==> config.mk <==
export PLATFORM = sky130hd
export DESIGN_NAME = lpc_power_ctrl
export DESIGN_NICKNAME = d
export VERILOG_FILES = /design/src/lpc_pkg.sv /design/src/lpc_sync.sv /design/src/lpc_power_ctrl.sv
export VERILOG_INCLUDE_DIRS = /design/src
export SDC_FILE = /design/constraint.sdc
export NUM_CORES = 1
export LEC_CHECK = 0
export ABC_AREA = 1
export BUFFER_PORTS_ARGS = -buffer_cell sky130_fd_sc_hd__buf_2
export CAP_MARGIN = 20
export CORE_MARGIN = 5
export CORE_UTILIZATION = 48
export CTS_BUF_LIST = sky130_fd_sc_hd__clkbuf_8 sky130_fd_sc_hd__clkbuf_16
export CTS_CLUSTER_DIAMETER = 30
export DETAILED_ROUTE_END_ITERATION = 16
export PLACE_DENSITY = 0.86
export SYNTH_ARGS = -nofsm -noshare
export SYNTH_HDL_FRONTEND = slang
export SYNTH_HIERARCHICAL = 1
export SYNTH_SLANG_ARGS = --single-unit
export TNS_END_PERCENT = 1
==> constraint.sdc <==
create_clock -name core_clk -period 1.38 [get_ports core_clk]
set_input_delay 0.276 -clock core_clk [delete_from_list [all_inputs] [get_ports core_clk]]
set_output_delay 0.276 -clock core_clk [all_outputs]
set_load 0.02 [all_outputs]
==> src/lpc_map.svh <==
// Constants of the low-power mode controller
// Operation
// Normal mode keeps analog powered between conversions, no wake delay.
// Key write to unlock address opens the power-control register.
// Light sleep enable set: conversion end with pin high enters light sleep.
// Light sleep during acquisition puts internal blocks in reduced power.
// Falling edge of convert pin leaves light sleep.
// Host waits light sleep wake interval before next conversion start.
// Deep sleep request set: next rising edge of pin enters deep sleep.
// Deep sleep powers off analog, keeps interface and registers.
// Ready indicator is high during deep sleep.
// Host writes zero to deep sleep request to leave deep sleep.
// Clearing deep sleep request drives ready indicator high.
// Host waits deep sleep wake interval before new conversion.
// Power-control writes without preceding unlock are ignored.
`ifndef LPC_MAP_SVH
`define LPC_MAP_SVH
// ==========================================================
// Register addresses and values
`define LPC_ADDR_W 8
`define LPC_UNLOCK_ADDR 8'h05
`define LPC_UNLOCK_KEY 8'h69
`define LPC_PWRCTL_ADDR 8'h04
`define LPC_LIGHT_BIT 0
`define LPC_DEEP_BIT 1
`define LPC_CTL_RESET 2'h0
// ==========================================================
// Timing
`define LPC_CLK_MHZ 25
`define LPC_CONV_NS 680
`define LPC_CONV_CYC ((`LPC_CONV_NS * `LPC_CLK_MHZ + 999) / 1000)
`endif

==> src/lpc_pkg.sv <==
// Types of the low-power mode controller
package lpc_pkg;
  typedef enum logic [2:0] {
    LPC_IDLE, LPC_CONVERT, LPC_ACQUIRE, LPC_LIGHT, LPC_DEEP
  } lpc_state_type;
  typedef struct packed {
    logic valid;
    logic [7:0] addr;
    logic [7:0] data;
  } lpc_write_type;
  typedef struct packed {
    logic analogOn;
    logic reducedPower;
    logic lightSleep;
    logic deepSleep;
  } lpc_power_type;
endpackage

==> src/lpc_sync.sv <==
// Two flip-flop synchroniser for pin inputs
`timescale 1ns/1ps
module lpc_sync #(
  parameter int WIDTH = 1
) (
  input wire logic core_clk,
  input wire logic arst_n,
  input wire logic [WIDTH-1:0] asyncIn,
  output logic [WIDTH-1:0] syncOut
);
  logic [WIDTH-1:0] meta_q;
  initial begin
    if (WIDTH < 1) $error("lpc_sync: WIDTH must be at least 1");
  end
  // ==========================================================
  // Synchroniser chain
  always_ff @(posedge core_clk or negedge arst_n) begin
    if (!arst_n) begin
      meta_q <= '0;
      syncOut <= '0;
    end else begin
      meta_q <= asyncIn;
      syncOut <= meta_q;
    end
  end
endmodule

==> src/lpc_power_ctrl.sv <==
// Low-power mode controller top
`timescale 1ns/1ps
`include "lpc_map.svh"
module lpc_power_ctrl import lpc_pkg::*; #(
  parameter int CONV_CYCLES = `LPC_CONV_CYC
) (
  input wire logic core_clk,
  input wire logic arst_n,
  input wire logic convertStartSelect,
  input wire lpc_write_type regWrite,
  output lpc_power_type power_q,
  output logic readyIndicator_q,
  output logic lightSleepEnable_q,
  output logic deepSleepRequest_q,
  output logic unlocked_q,
  output logic conversionDone_q
);
  localparam int CW = $clog2(CONV_CYCLES + 1);
  initial begin
    if (CONV_CYCLES < 1) $error("lpc_power_ctrl: CONV_CYCLES must be at least 1");
  end

  lpc_state_type state_q;
  logic pinSync;
  logic pinPrev_q;
  logic pinRise;
  logic pinFall;
  logic [CW-1:0] convCnt_q;
  logic ctlWrite;
  logic deepClearEvt;

  // ==========================================================
  // Pin synchronisation and edges
  lpc_sync #(.WIDTH(1)) uSync (
    .core_clk(core_clk),
    .arst_n(arst_n),
    .asyncIn(convertStartSelect),
    .syncOut(pinSync)
  );
  always_ff @(posedge core_clk or negedge arst_n) begin
    if (!arst_n) pinPrev_q <= 1'b0;
    else pinPrev_q <= pinSync;
  end
  assign pinRise = pinSync & ~pinPrev_q;
  assign pinFall = ~pinSync & pinPrev_q;

  // ==========================================================
  // Unlock key and power-control register
  assign ctlWrite = regWrite.valid && regWrite.addr == `LPC_PWRCTL_ADDR && unlocked_q;
  assign deepClearEvt = ctlWrite && deepSleepRequest_q && !regWrite.data[`LPC_DEEP_BIT];
  // Unlock state: set by key, any other write relocks
  always_ff @(posedge core_clk or negedge arst_n) begin
    if (!arst_n) begin
      unlocked_q <= 1'b0;
    end else if (regWrite.valid) begin
      unlocked_q <= regWrite.addr == `LPC_UNLOCK_ADDR && regWrite.data == `LPC_UNLOCK_KEY;
    end
  end
  // Mode selection bits, retained through deep sleep
  always_ff @(posedge core_clk or negedge arst_n) begin
    if (!arst_n) begin
      lightSleepEnable_q <= 1'(`LPC_CTL_RESET >> `LPC_LIGHT_BIT); // Reset value of the enable bit
      deepSleepRequest_q <= 1'b0;
    end else if (ctlWrite) begin
      lightSleepEnable_q <= regWrite.data[`LPC_LIGHT_BIT];
      deepSleepRequest_q <= regWrite.data[`LPC_DEEP_BIT];
    end
  end

  // ==========================================================
  // Conversion timer
  always_ff @(posedge core_clk or negedge arst_n) begin
    if (!arst_n) convCnt_q <= '0;
    else if (state_q == LPC_CONVERT) convCnt_q <= convCnt_q + CW'(1);
    else convCnt_q <= '0;
  end
  always_ff @(posedge core_clk or negedge arst_n) begin
    if (!arst_n) conversionDone_q <= 1'b0;
    else conversionDone_q <= state_q == LPC_CONVERT && convCnt_q == CW'(CONV_CYCLES - 1);
  end

  // ==========================================================
  // Mode state machine
  always_ff @(posedge core_clk or negedge arst_n) begin
    if (!arst_n) begin
      state_q <= LPC_IDLE;
    end else begin
      case (state_q)
        LPC_IDLE, LPC_ACQUIRE: begin
          if (pinRise && deepSleepRequest_q) state_q <= LPC_DEEP;
          else if (pinRise) state_q <= LPC_CONVERT;
          else state_q <= LPC_ACQUIRE;
        end
        LPC_CONVERT: begin
          if (convCnt_q == CW'(CONV_CYCLES - 1)) begin
            if (pinSync && lightSleepEnable_q) state_q <= LPC_LIGHT;
            else state_q <= LPC_ACQUIRE;
          end
        end
        LPC_LIGHT: begin
          if (pinFall) state_q <= LPC_ACQUIRE;
        end
        LPC_DEEP: begin
          if (deepClearEvt) state_q <= LPC_ACQUIRE;
        end
        default: state_q <= LPC_IDLE;
      endcase
    end
  end

  // ==========================================================
  // Power outputs and ready indicator
  always_ff @(posedge core_clk or negedge arst_n) begin
    if (!arst_n) begin
      power_q <= '{analogOn: 1'b1, reducedPower: 1'b0, lightSleep: 1'b0, deepSleep: 1'b0};
    end else begin
      power_q.analogOn <= !(state_q == LPC_DEEP && !deepClearEvt);
      power_q.reducedPower <= state_q == LPC_LIGHT && !pinFall;
      power_q.lightSleep <= state_q == LPC_LIGHT && !pinFall;
      power_q.deepSleep <= state_q == LPC_DEEP && !deepClearEvt;
    end
  end
  // Ready high in deep sleep and on recovery, low during conversion
  always_ff @(posedge core_clk or negedge arst_n) begin
    if (!arst_n) readyIndicator_q <= 1'b1;
    else if (state_q == LPC_DEEP) readyIndicator_q <= 1'b1;
    else if (state_q == LPC_CONVERT) readyIndicator_q <= conversionDone_q;
    else readyIndicator_q <= 1'b1;
  end
endmodule

==> Word-level counts from Yosys, hierarchy flattened <==
Index checks and enable logic that the tools add are counted.
{ "classes": {"add_sub_neg": 1, "eq_ne": 11, "n_mux": 10, "n_bitwise": 4, "reduce_logical": 17} }
{ "ops": {"columns": ["cell", "n"], "rows": [
  ["equality test 8 x 3 -> 1 bit, second input constant", 2],
  ["2-to-1 mux 3 bit", 4],
  ["case mux 3 bit (4 select lines)", 1],
  ["logical AND 1 bit", 10],
  ["equality test 8 x 7 -> 1 bit, second input constant", 1],
  ["equality test 3 x 2 -> 1 bit, second input constant", 2],
  ["adder 5 x 1 -> 5 bit, second input constant", 1],
  ["equality test 5 bit, second input constant", 1],
  ["2-to-1 mux 5 bit", 1],
  ["logical NOT 1 bit", 4],
  ["!= test 2 bit, second input constant", 2],
  ["equality test 3 x 1 -> 1 bit, second input constant", 1],
  ["equality test 3 bit, second input constant", 1],
  ["logical NOT 3 bit", 1],
  ["2-to-1 mux 1 bit", 3],
  ["AND reduction 3 bit", 1],
  ["bitwise AND 1 bit", 2],
  ["2-to-1 mux 2 bit", 1],
  ["!= test 2 x 1 -> 1 bit, second input constant", 1],
  ["inverter 1 bit", 2],
  ["OR reduction 2 bit", 1]
]} }
{ "totals": {"ff_bits": 19, "input_bits": 20} }

==> Depth between registers and ports, before layout <==
Gate-level depths: netlist of the first run.
{ "logic_depth": {"word_depth": 8, "depth_mapped": 8, "ltp_nobuf": 8} }

==> By module <==
The synthesis of the first run kept the hierarchy.
{ "modules_own_cells": {"columns": ["module", "instances", "cells_per_inst", "area_each_um2", "seq_area_each_um2"], "rows": [
  ["lpc_power_ctrl", 1, 94, 843.3, 427.9],
  ["lpc_sync", 1, 2, 50.0, 50.0]
]} }

==> Worst setup path before layout of the first run <==
No wires, ideal clock.
{ "synth_timing": {"kind": "register to register", "startpoint": "reg unlocked_q", "endpoint": "reg state_q[2]", "setup_time_ps": 121, "arrival_ps": 964, "required_ps": 1259, "slack_ps": 295, "path_stages_with_launch": 8, "n_path_buf": 0, "period_less_slack_ps": 1085, "path_cell_list": "dfrtp_1 > nand2_1 > inv_1 > nand2_1 > nor2_4 > nand3_4 > nand2_4 > o21ai_1"} }
{ "synth_via": {"elab_chain_len": 5} }
{ "synth_lines": {"columns": ["element", "line", "text"], "rows": [
  ["from (decl)", "lpc_power_ctrl.sv:15", "output logic unlocked_q,"],
  ["from (signal assigned)", "lpc_power_ctrl.sv:56", "unlocked_q <= regWrite.addr == `LPC_UNLOCK_ADDR && regWrite.data == `LPC_UNLOCK_KEY;"],
  ["logical AND 1 bit", "lpc_power_ctrl.sv:49", "assign ctlWrite = regWrite.valid && regWrite.addr == `LPC_PWRCTL_ADDR && unlocked_q;"],
  ["logical AND 1 bit (2 in a row)", "lpc_power_ctrl.sv:50", "assign deepClearEvt = ctlWrite && deepSleepRequest_q && !regWrite.data[`LPC_DEEP_BIT];"],
  ["!= test 2 bit (no source line)", null, null],
  ["AND reduction 3 bit (no source line)", null, null],
  ["to (signal assigned)", "lpc_power_ctrl.sv:86", "state_q <= LPC_IDLE;"],
  ["to (signal assigned)", "lpc_power_ctrl.sv:90", "if (pinRise && deepSleepRequest_q) state_q <= LPC_DEEP;"],
  ["to (signal assigned)", "lpc_power_ctrl.sv:91", "else if (pinRise) state_q <= LPC_CONVERT;"],
  ["to (decl)", "lpc_power_ctrl.sv:23", "lpc_state_type state_q;"]
]} }
Every way passes these cells.
A chain may end at the register's enable or synchronous reset.

==> Worst setup path after layout of the first run <==
{ "layout_timing": {"startpoint": "reg readyIndicator_q", "endpoint": "out readyIndicator_q"} }
{ "layout_rtl": {"columns": ["element", "line", "text"], "rows": [
  ["from (decl)", "lpc_power_ctrl.sv:12", "output logic readyIndicator_q,"],
  ["from (signal assigned)", "lpc_power_ctrl.sv:127", "else if (state_q == LPC_CONVERT) readyIndicator_q <= conversionDone_q;"]
]} }
No word-level cell between the ends.

==> results of run 1 <==
==> cell families after synthesis <==
kind of cell	after synthesis	synth area share
AOI/OAI and AO/OA	6	0.0336
DFF	19	0.535
adders and majority gates	2	0.0280
xor gates and xnor gates	2	0.0196
buffers and inverters	16	0.0714
and+or+nand+nor	51	0.312
==> flip-flops by register name (all words and copies together), names as in the netlist <==
name                flops
uSync/syncOut           1
conversionDone_q        1
unlocked_q              1
uSync/meta_q            1
power_q                 3
readyIndicator_q        1
lightSleepEnable_q      1
deepSleepRequest_q      1
convCnt_q               5
state_q                 3
pinPrev_q               1
==> power by group through the flow <==
stage | clock network [µW] | registers [µW] | logic [µW]
CTS | 369 | 705 | 380
global route | 398 | 715 | 422
floorplan | 0 | 731 | 236
detailed placement | 0 | 714 | 377
finish | 362 | 703 | 371
global placement | 0 | 707 | 345
==> cells in the final DEF (no fill, tap or decap) <==
| cell type | Yosys | routed |
|---|---|---|
| nand4_1 | 1 | 1 |
| nand3b_1 | 1 | 1 |
| nor3_2 | 1 | 1 |
| ha_1 | 2 | 2 |
| dfrtp_1 | 17 | 17 |
| a21oi_1 | 1 | 1 |
| or2_1 | 1 | 1 |
| dfstp_2 | 2 | 2 |
| inv_2 | 3 | 3 |
| buf_2 | 0 | 28 |
| nand2_1 | 17 | 17 |
| or2_4 | 1 | 1 |
| clkbuf_8 | 0 | 3 |
| xor2_1 | 2 | 2 |
| nor3_1 | 2 | 2 |
| nand2_2 | 1 | 1 |
| nor2_1 | 10 | 10 |
| nor2_4 | 1 | 1 |
| o21ai_1 | 3 | 3 |
| nor2_2 | 1 | 1 |
| o21ai_0 | 2 | 2 |
| nand2_4 | 1 | 1 |
| nor4_1 | 1 | 1 |
| inv_1 | 12 | 13 |
| nand3_4 | 1 | 1 |
| dlygate4sd3_1 | 0 | 1 |
| nand3_1 | 10 | 10 |
| nor2_8 | 1 | 1 |
==> per-stage QoR <==
| stage | hold WS (ns) | setup WS, ns | instance area [µm²] |
|---|---|---|---|
| finish | 0.130 | 0.191 | 1110 |
| global route | 0.120 | 0.141 | 1110 |
| CTS | 0.125 | 0.184 | 1110 |
| detailed placement | 0.227 | 0.230 | 1060 |
| global placement | 0.221 | 0.274 | 1060 |
| floorplan | -0.0196 | 0.295 | 893 |
==> area by class of cell <==
class | instances | area [µm²]
inverter | 15 | 56.3
tap | 25 | 31.3
timing repair buffer | 29 | 150
fill | 152 | 633
clock buffer | 3 | 41.3
multi-input combinational | 61 | 352
clock inverter | 1 | 3.75
sequential | 19 | 478
==> worst max path at each step <==
stage,from,endpoint,cells after the start
floorplan,unlocked_q$_DFFE_PN0P_,state_q[2]$_DFFE_PN0P_,7
global placement,regWrite[15],state_q[2]$_DFFE_PN0P_,6
detailed placement,regWrite[15],state_q[1]$_DFFE_PN0P_,7
CTS,readyIndicator_q$_DFF_PN1_,readyIndicator_q,1
global route,state_q[0]$_DFFE_PN0P_,state_q[0]$_DFFE_PN0P_,5
finish,readyIndicator_q$_DFF_PN1_,readyIndicator_q,1
==> routing by layer <==
| metal | wire length (µm) | part of all wire | vias up | global-route usage |
|---|---|---|---|---|
| li1 | - | - | 365 | - |
| met1 | 706 | 0.40 | 335 | 0.166 |
| met2 | 970 | 0.55 | 12 | 0.271 |
| met3 | 70 | 0.040 | 4 | 0.0423 |
| met4 | 25 | 0.014 | 0 | 0.0511 |
| met5 | 0 | 0 | - | 0 |
==> metrics.txt, run 1 <==
CP startpoint kind=flop; layout cells sized above 1=0.344; Synthesized Nets=118; vias in the first global route=727; post-route insts no fill=153; Critical Path Max Stage Delay=0.51 ns; DRC=0; number of synthesized flops with an enable pin=0; reg2reg setup slack=0.24 ns; hold depth=1; Avg Vias per Cell=4.68; Area contributors post-synth=dfrtp_1 (48%), nand2_1 (7.1%), dfstp_2 (5.9%); synthesized instance count=96; DIE WIDTH=53.1 µm; Netlist cell types=26; Top delay family on crit path=flip-flops; Tot Pwr=1440 µW; final core utilization=0.637; maximum net fanout on the critical path=1; max-slew violation count=0; reg2reg path depth=8; f_max=0.841 GHz; clock skew=0.00369 ns; Worst Setup End Kind=output port; setup repair after global routing missed its margin=false; vias after detailed routing=716; DRT Wirelength=1.77 mm; Comb power frac=0.258; Hold WC Path Type=in2reg; sw power=465 µW; Critical Path RT=1.10 ns; CTS tree=built; Sequential Power Share=0.490; endpoints failing hold=0; Critical Path AT=0.91 ns; Synth area leader=dfrtp_1; 1st-iter DRT viols=5; slew margin rel.=0.734; Layout area overhead=24.5%; H-tree levels=1; Rows=15; cell count after placement=148; die area=2820 µm²; Post-synth top cells=dfrtp_1 (17), nand2_1 (17), inv_1 (12); sw frac=0.323; cts repair resizes=0; Ant. Diodes=0; worst skew pair latency=0.25 ns; clock-pin slew on the worst setup and hold paths=0.07 ns; num ports=29; first-pass GRT wire length=2.97 mm; CP cell instances=buf_2; drt first pass iters=4; Yosys top cell area share=0.476; slowest cell on the critical path=dfstp_2; Starting Density=0.512; ys flop type=dfrtp_1; Post-CTS Setup Bufs=0; TritonCTS Buffers=3; flops & latches, synth=19; maxcap violations=0; status=finished, final reports clean; Final Critical Period=1.19 ns; fin crit share=0.862; R2R Path End=state_q[1]$_DFFE_PN0P_; clock network power share=0.252; syn_area_per_cell=9.31 µm²; Syn. warnings=6; IO Port Bufs=28; CTS Hold Buffers Added=1; largest net degree at the start of global routing=20; Worst R2R Start=convCnt_q[0]$_DFF_PN0_; async set-or-reset flop fraction in the synthesized netlist=1.00; root buf cell=clkbuf_8; cell-internal power=972 µW; Tightest Pin Transition=0.399 ns; worst ir drop on vdd=0.00100 V; ANT nets after route=0; initial antenna violation count=0; clock tree buffer depth=2; setup TNS=0 ns; total gr overflow=0; final-stage net count=151; post-DR wirelength/cell=11.6 µm; crit path kind=reg2out; post-synthesis sequential area ratio=0.535; # clock sinks=19; power per cell area=1290 nW/µm²; WHS Endpoint=uSync/meta_q$_DFF_PN0_; Leakage=0.000598 µW; Min-Delay Startpoint=convertStartSelect; Die H=53.1 µm; Post-Syn Area=893 µm²; worst path buffer plus inverter count=1; DP Wirelength=1.47 mm; total core area=1750 µm²; final setup fails=0; routability congestion estimate=0.857; total global routing track utilization=0.150
(Power assumes the default switching activity.)
==> run 2, diff against run 1 <==
CORE_UTILIZATION = 25   (was 48)
PLACE_DENSITY = 0.55   (was 0.86)
==> metrics.txt, run 2 (synthesized netlist as in run 1, its figures left out) <==
post-DR wirelength/cell=9.38 µm (-19%); CTS tree=built; Critical Path Max Stage Delay=0.51 ns (about the same); total core area=3390 µm² (+94%); vias after detailed routing=705 (-1.5%); Critical Path AT=0.91 ns (about the same); status=finished, final reports clean; vias in the first global route=650 (-11%); final-stage net count=151 (unchanged); total gr overflow=0 (unchanged); fin crit share=0.859 (-0.00246); commonest cells after routing, fill and taps aside=buf_2 (28), nand2_1 (17), dfrtp_1 (17); Critical Path RT=1.10 ns (about the same); # clock sinks=19 (unchanged); 1st-iter DRT viols=33 (+28); root buf cell=clkbuf_8; worst slack, placed=0.240 ns (+0.00999 ns); Worst Setup End Kind=output port; Layout area overhead=27.6%; DIE WIDTH=69.8 µm (+31%); cts repair resizes=0 (unchanged); Final Critical Period=1.19 ns (-0.00340 ns); slew margin rel.=0.725 (-0.00935); Avg Vias per Cell=4.05 (-13%); Die H=69.8 µm (+31%); reg2reg path depth=8 (unchanged); num ports=29 (unchanged); worst ir drop on vdd=0.000381 V (-62%); layout cells sized above 1=0.352 (+0.00781); DRT Wirelength=1.63 mm (-7.9%); clock skew=0.00751 ns (+0.00382 ns); biggest regs=convCnt_q: 5 flops, power_q: 3 flops, state_q: 3 flops; Hold WC Path Type=in2reg; Reg with most FFs=convCnt_q; Starting Density=0.264 (-0.248); crit path kind=reg2out; total global routing track utilization=0.0708 (-0.0789); Leakage=0.000597 µW (-0.24%); Top delay family on crit path=flip-flops; cell count after placement=169 (+14%); routability congestion estimate=0.740 (-14%); Setup WS post-layout=0.194 ns (+0.00340 ns); leading cell type in the layout, fill and taps excluded=buf_2; initial antenna violation count=0 (unchanged); final core utilization=0.336 (-0.301); H-tree levels=1 (unchanged); DRC=0 (unchanged); Ant. Diodes=0 (unchanged); TritonCTS Buffers=3 (unchanged); maxcap violations=0 (unchanged); first-pass GRT wire length=2.78 mm (-6.3%); Largest register FFs=5 (unchanged); drt first pass iters=4 (unchanged); maximum net fanout on the critical path=1 (unchanged); setup TNS=0 ns (unchanged); die area=4870 µm² (+72%); power per cell area=1250 nW/µm² (-2.9%); clock-pin slew on the worst setup and hold paths=0.07 ns (about the same); worst skew pair latency=0.25 ns (about the same); final setup fails=0 (unchanged); f_max=0.843 GHz (+0.29%); slowest cell on the critical path=dfstp_2; Tightest Pin Transition=0.413 ns (+0.0140 ns); post-route insts no fill=174 (+14%); Rows=21 (+6); ANT nets after route=0 (unchanged); setup repair after global routing missed its margin=false; critical path depth=1 (unchanged); endpoints failing hold=0 (unchanged); clock tree buffer depth=2 (unchanged); CP startpoint kind=flop; CP cell instances=buf_2; max-slew violation count=0 (unchanged); DP Wirelength=1.32 mm (-10%); worst path buffer plus inverter count=1 (unchanged); largest net degree at the start of global routing=20 (unchanged); IO Port Bufs=28 (unchanged); hold depth=1 (unchanged)
## run 2: cell types whose count changed in the layout (fill, tap and decap cells not counted), sizes merged
| cell | change |
|---|---|
| clkinv | +1 |
| inv | -1 |
## run 2: final cells by class
class                           count  area [µm²]
Fill cell                         356        2250
Sequential cell                    19         478
Multi-Input combinational cell     61         352
Timing Repair Buffer               29         150
Tap cell                           46        57.6
Inverter                           15        56.3
Clock buffer                        3        41.3
Clock inverter                      1        5.00
## run 2: report_power, final
part	total (µW)	leakage [µW]	switching (µW)	internal [µW]
registers	700	0.000246	59.9	640
logic	355	0.000325	222	133
clock network	375	0.0000255	174	200
total	1430	0.000597	457	973
## run 2: per-layer routing
layer | routed length [µm] | global-route usage
met1 | 728 | 0.0850
met2 | 765 | 0.111
met3 | 116 | 0.0319
met4 | 21 | 0.0255
met5 | 0 | 0
## run 2: repair_timing
item,CTS,global route
setup buffers,0,0
hold buffers,1,0
endpoints found under the hold margin,17,0
## run 2: path summary, 6_finish.rpt
path | endpoint | slack [ns] | from
max | power_q[3] | 0.19 | power_q[3]$_DFF_PN1_
min | uSync/meta_q$_DFF_PN0_ | 0.12 | convertStartSelect
max reg2reg | state_q[1]$_DFFE_PN0P_ | 0.25 | convCnt_q[0]$_DFF_PN0_
min reg2reg | uSync/syncOut$_DFF_PN0_ | 0.35 | uSync/meta_q$_DFF_PN0_
max in group asynchronous | power_q[3]$_DFF_PN1_ | 0.57 | arst_n
min in group asynchronous | convCnt_q[0]$_DFF_PN0_ | 0.48 | arst_n
## run 2: per-stage QoR
step | instance area [µm²] | power, µW | hold WS (ns)
after global placement | 1080 | 1060 | 0.235
after floorplan | 893 | 967 | -0.0196
after CTS | 1140 | 1460 | 0.112
final | 1140 | 1430 | 0.120
after detailed placement | 1080 | 1070 | 0.233
after global routing | 1140 | 1530 | 0.107
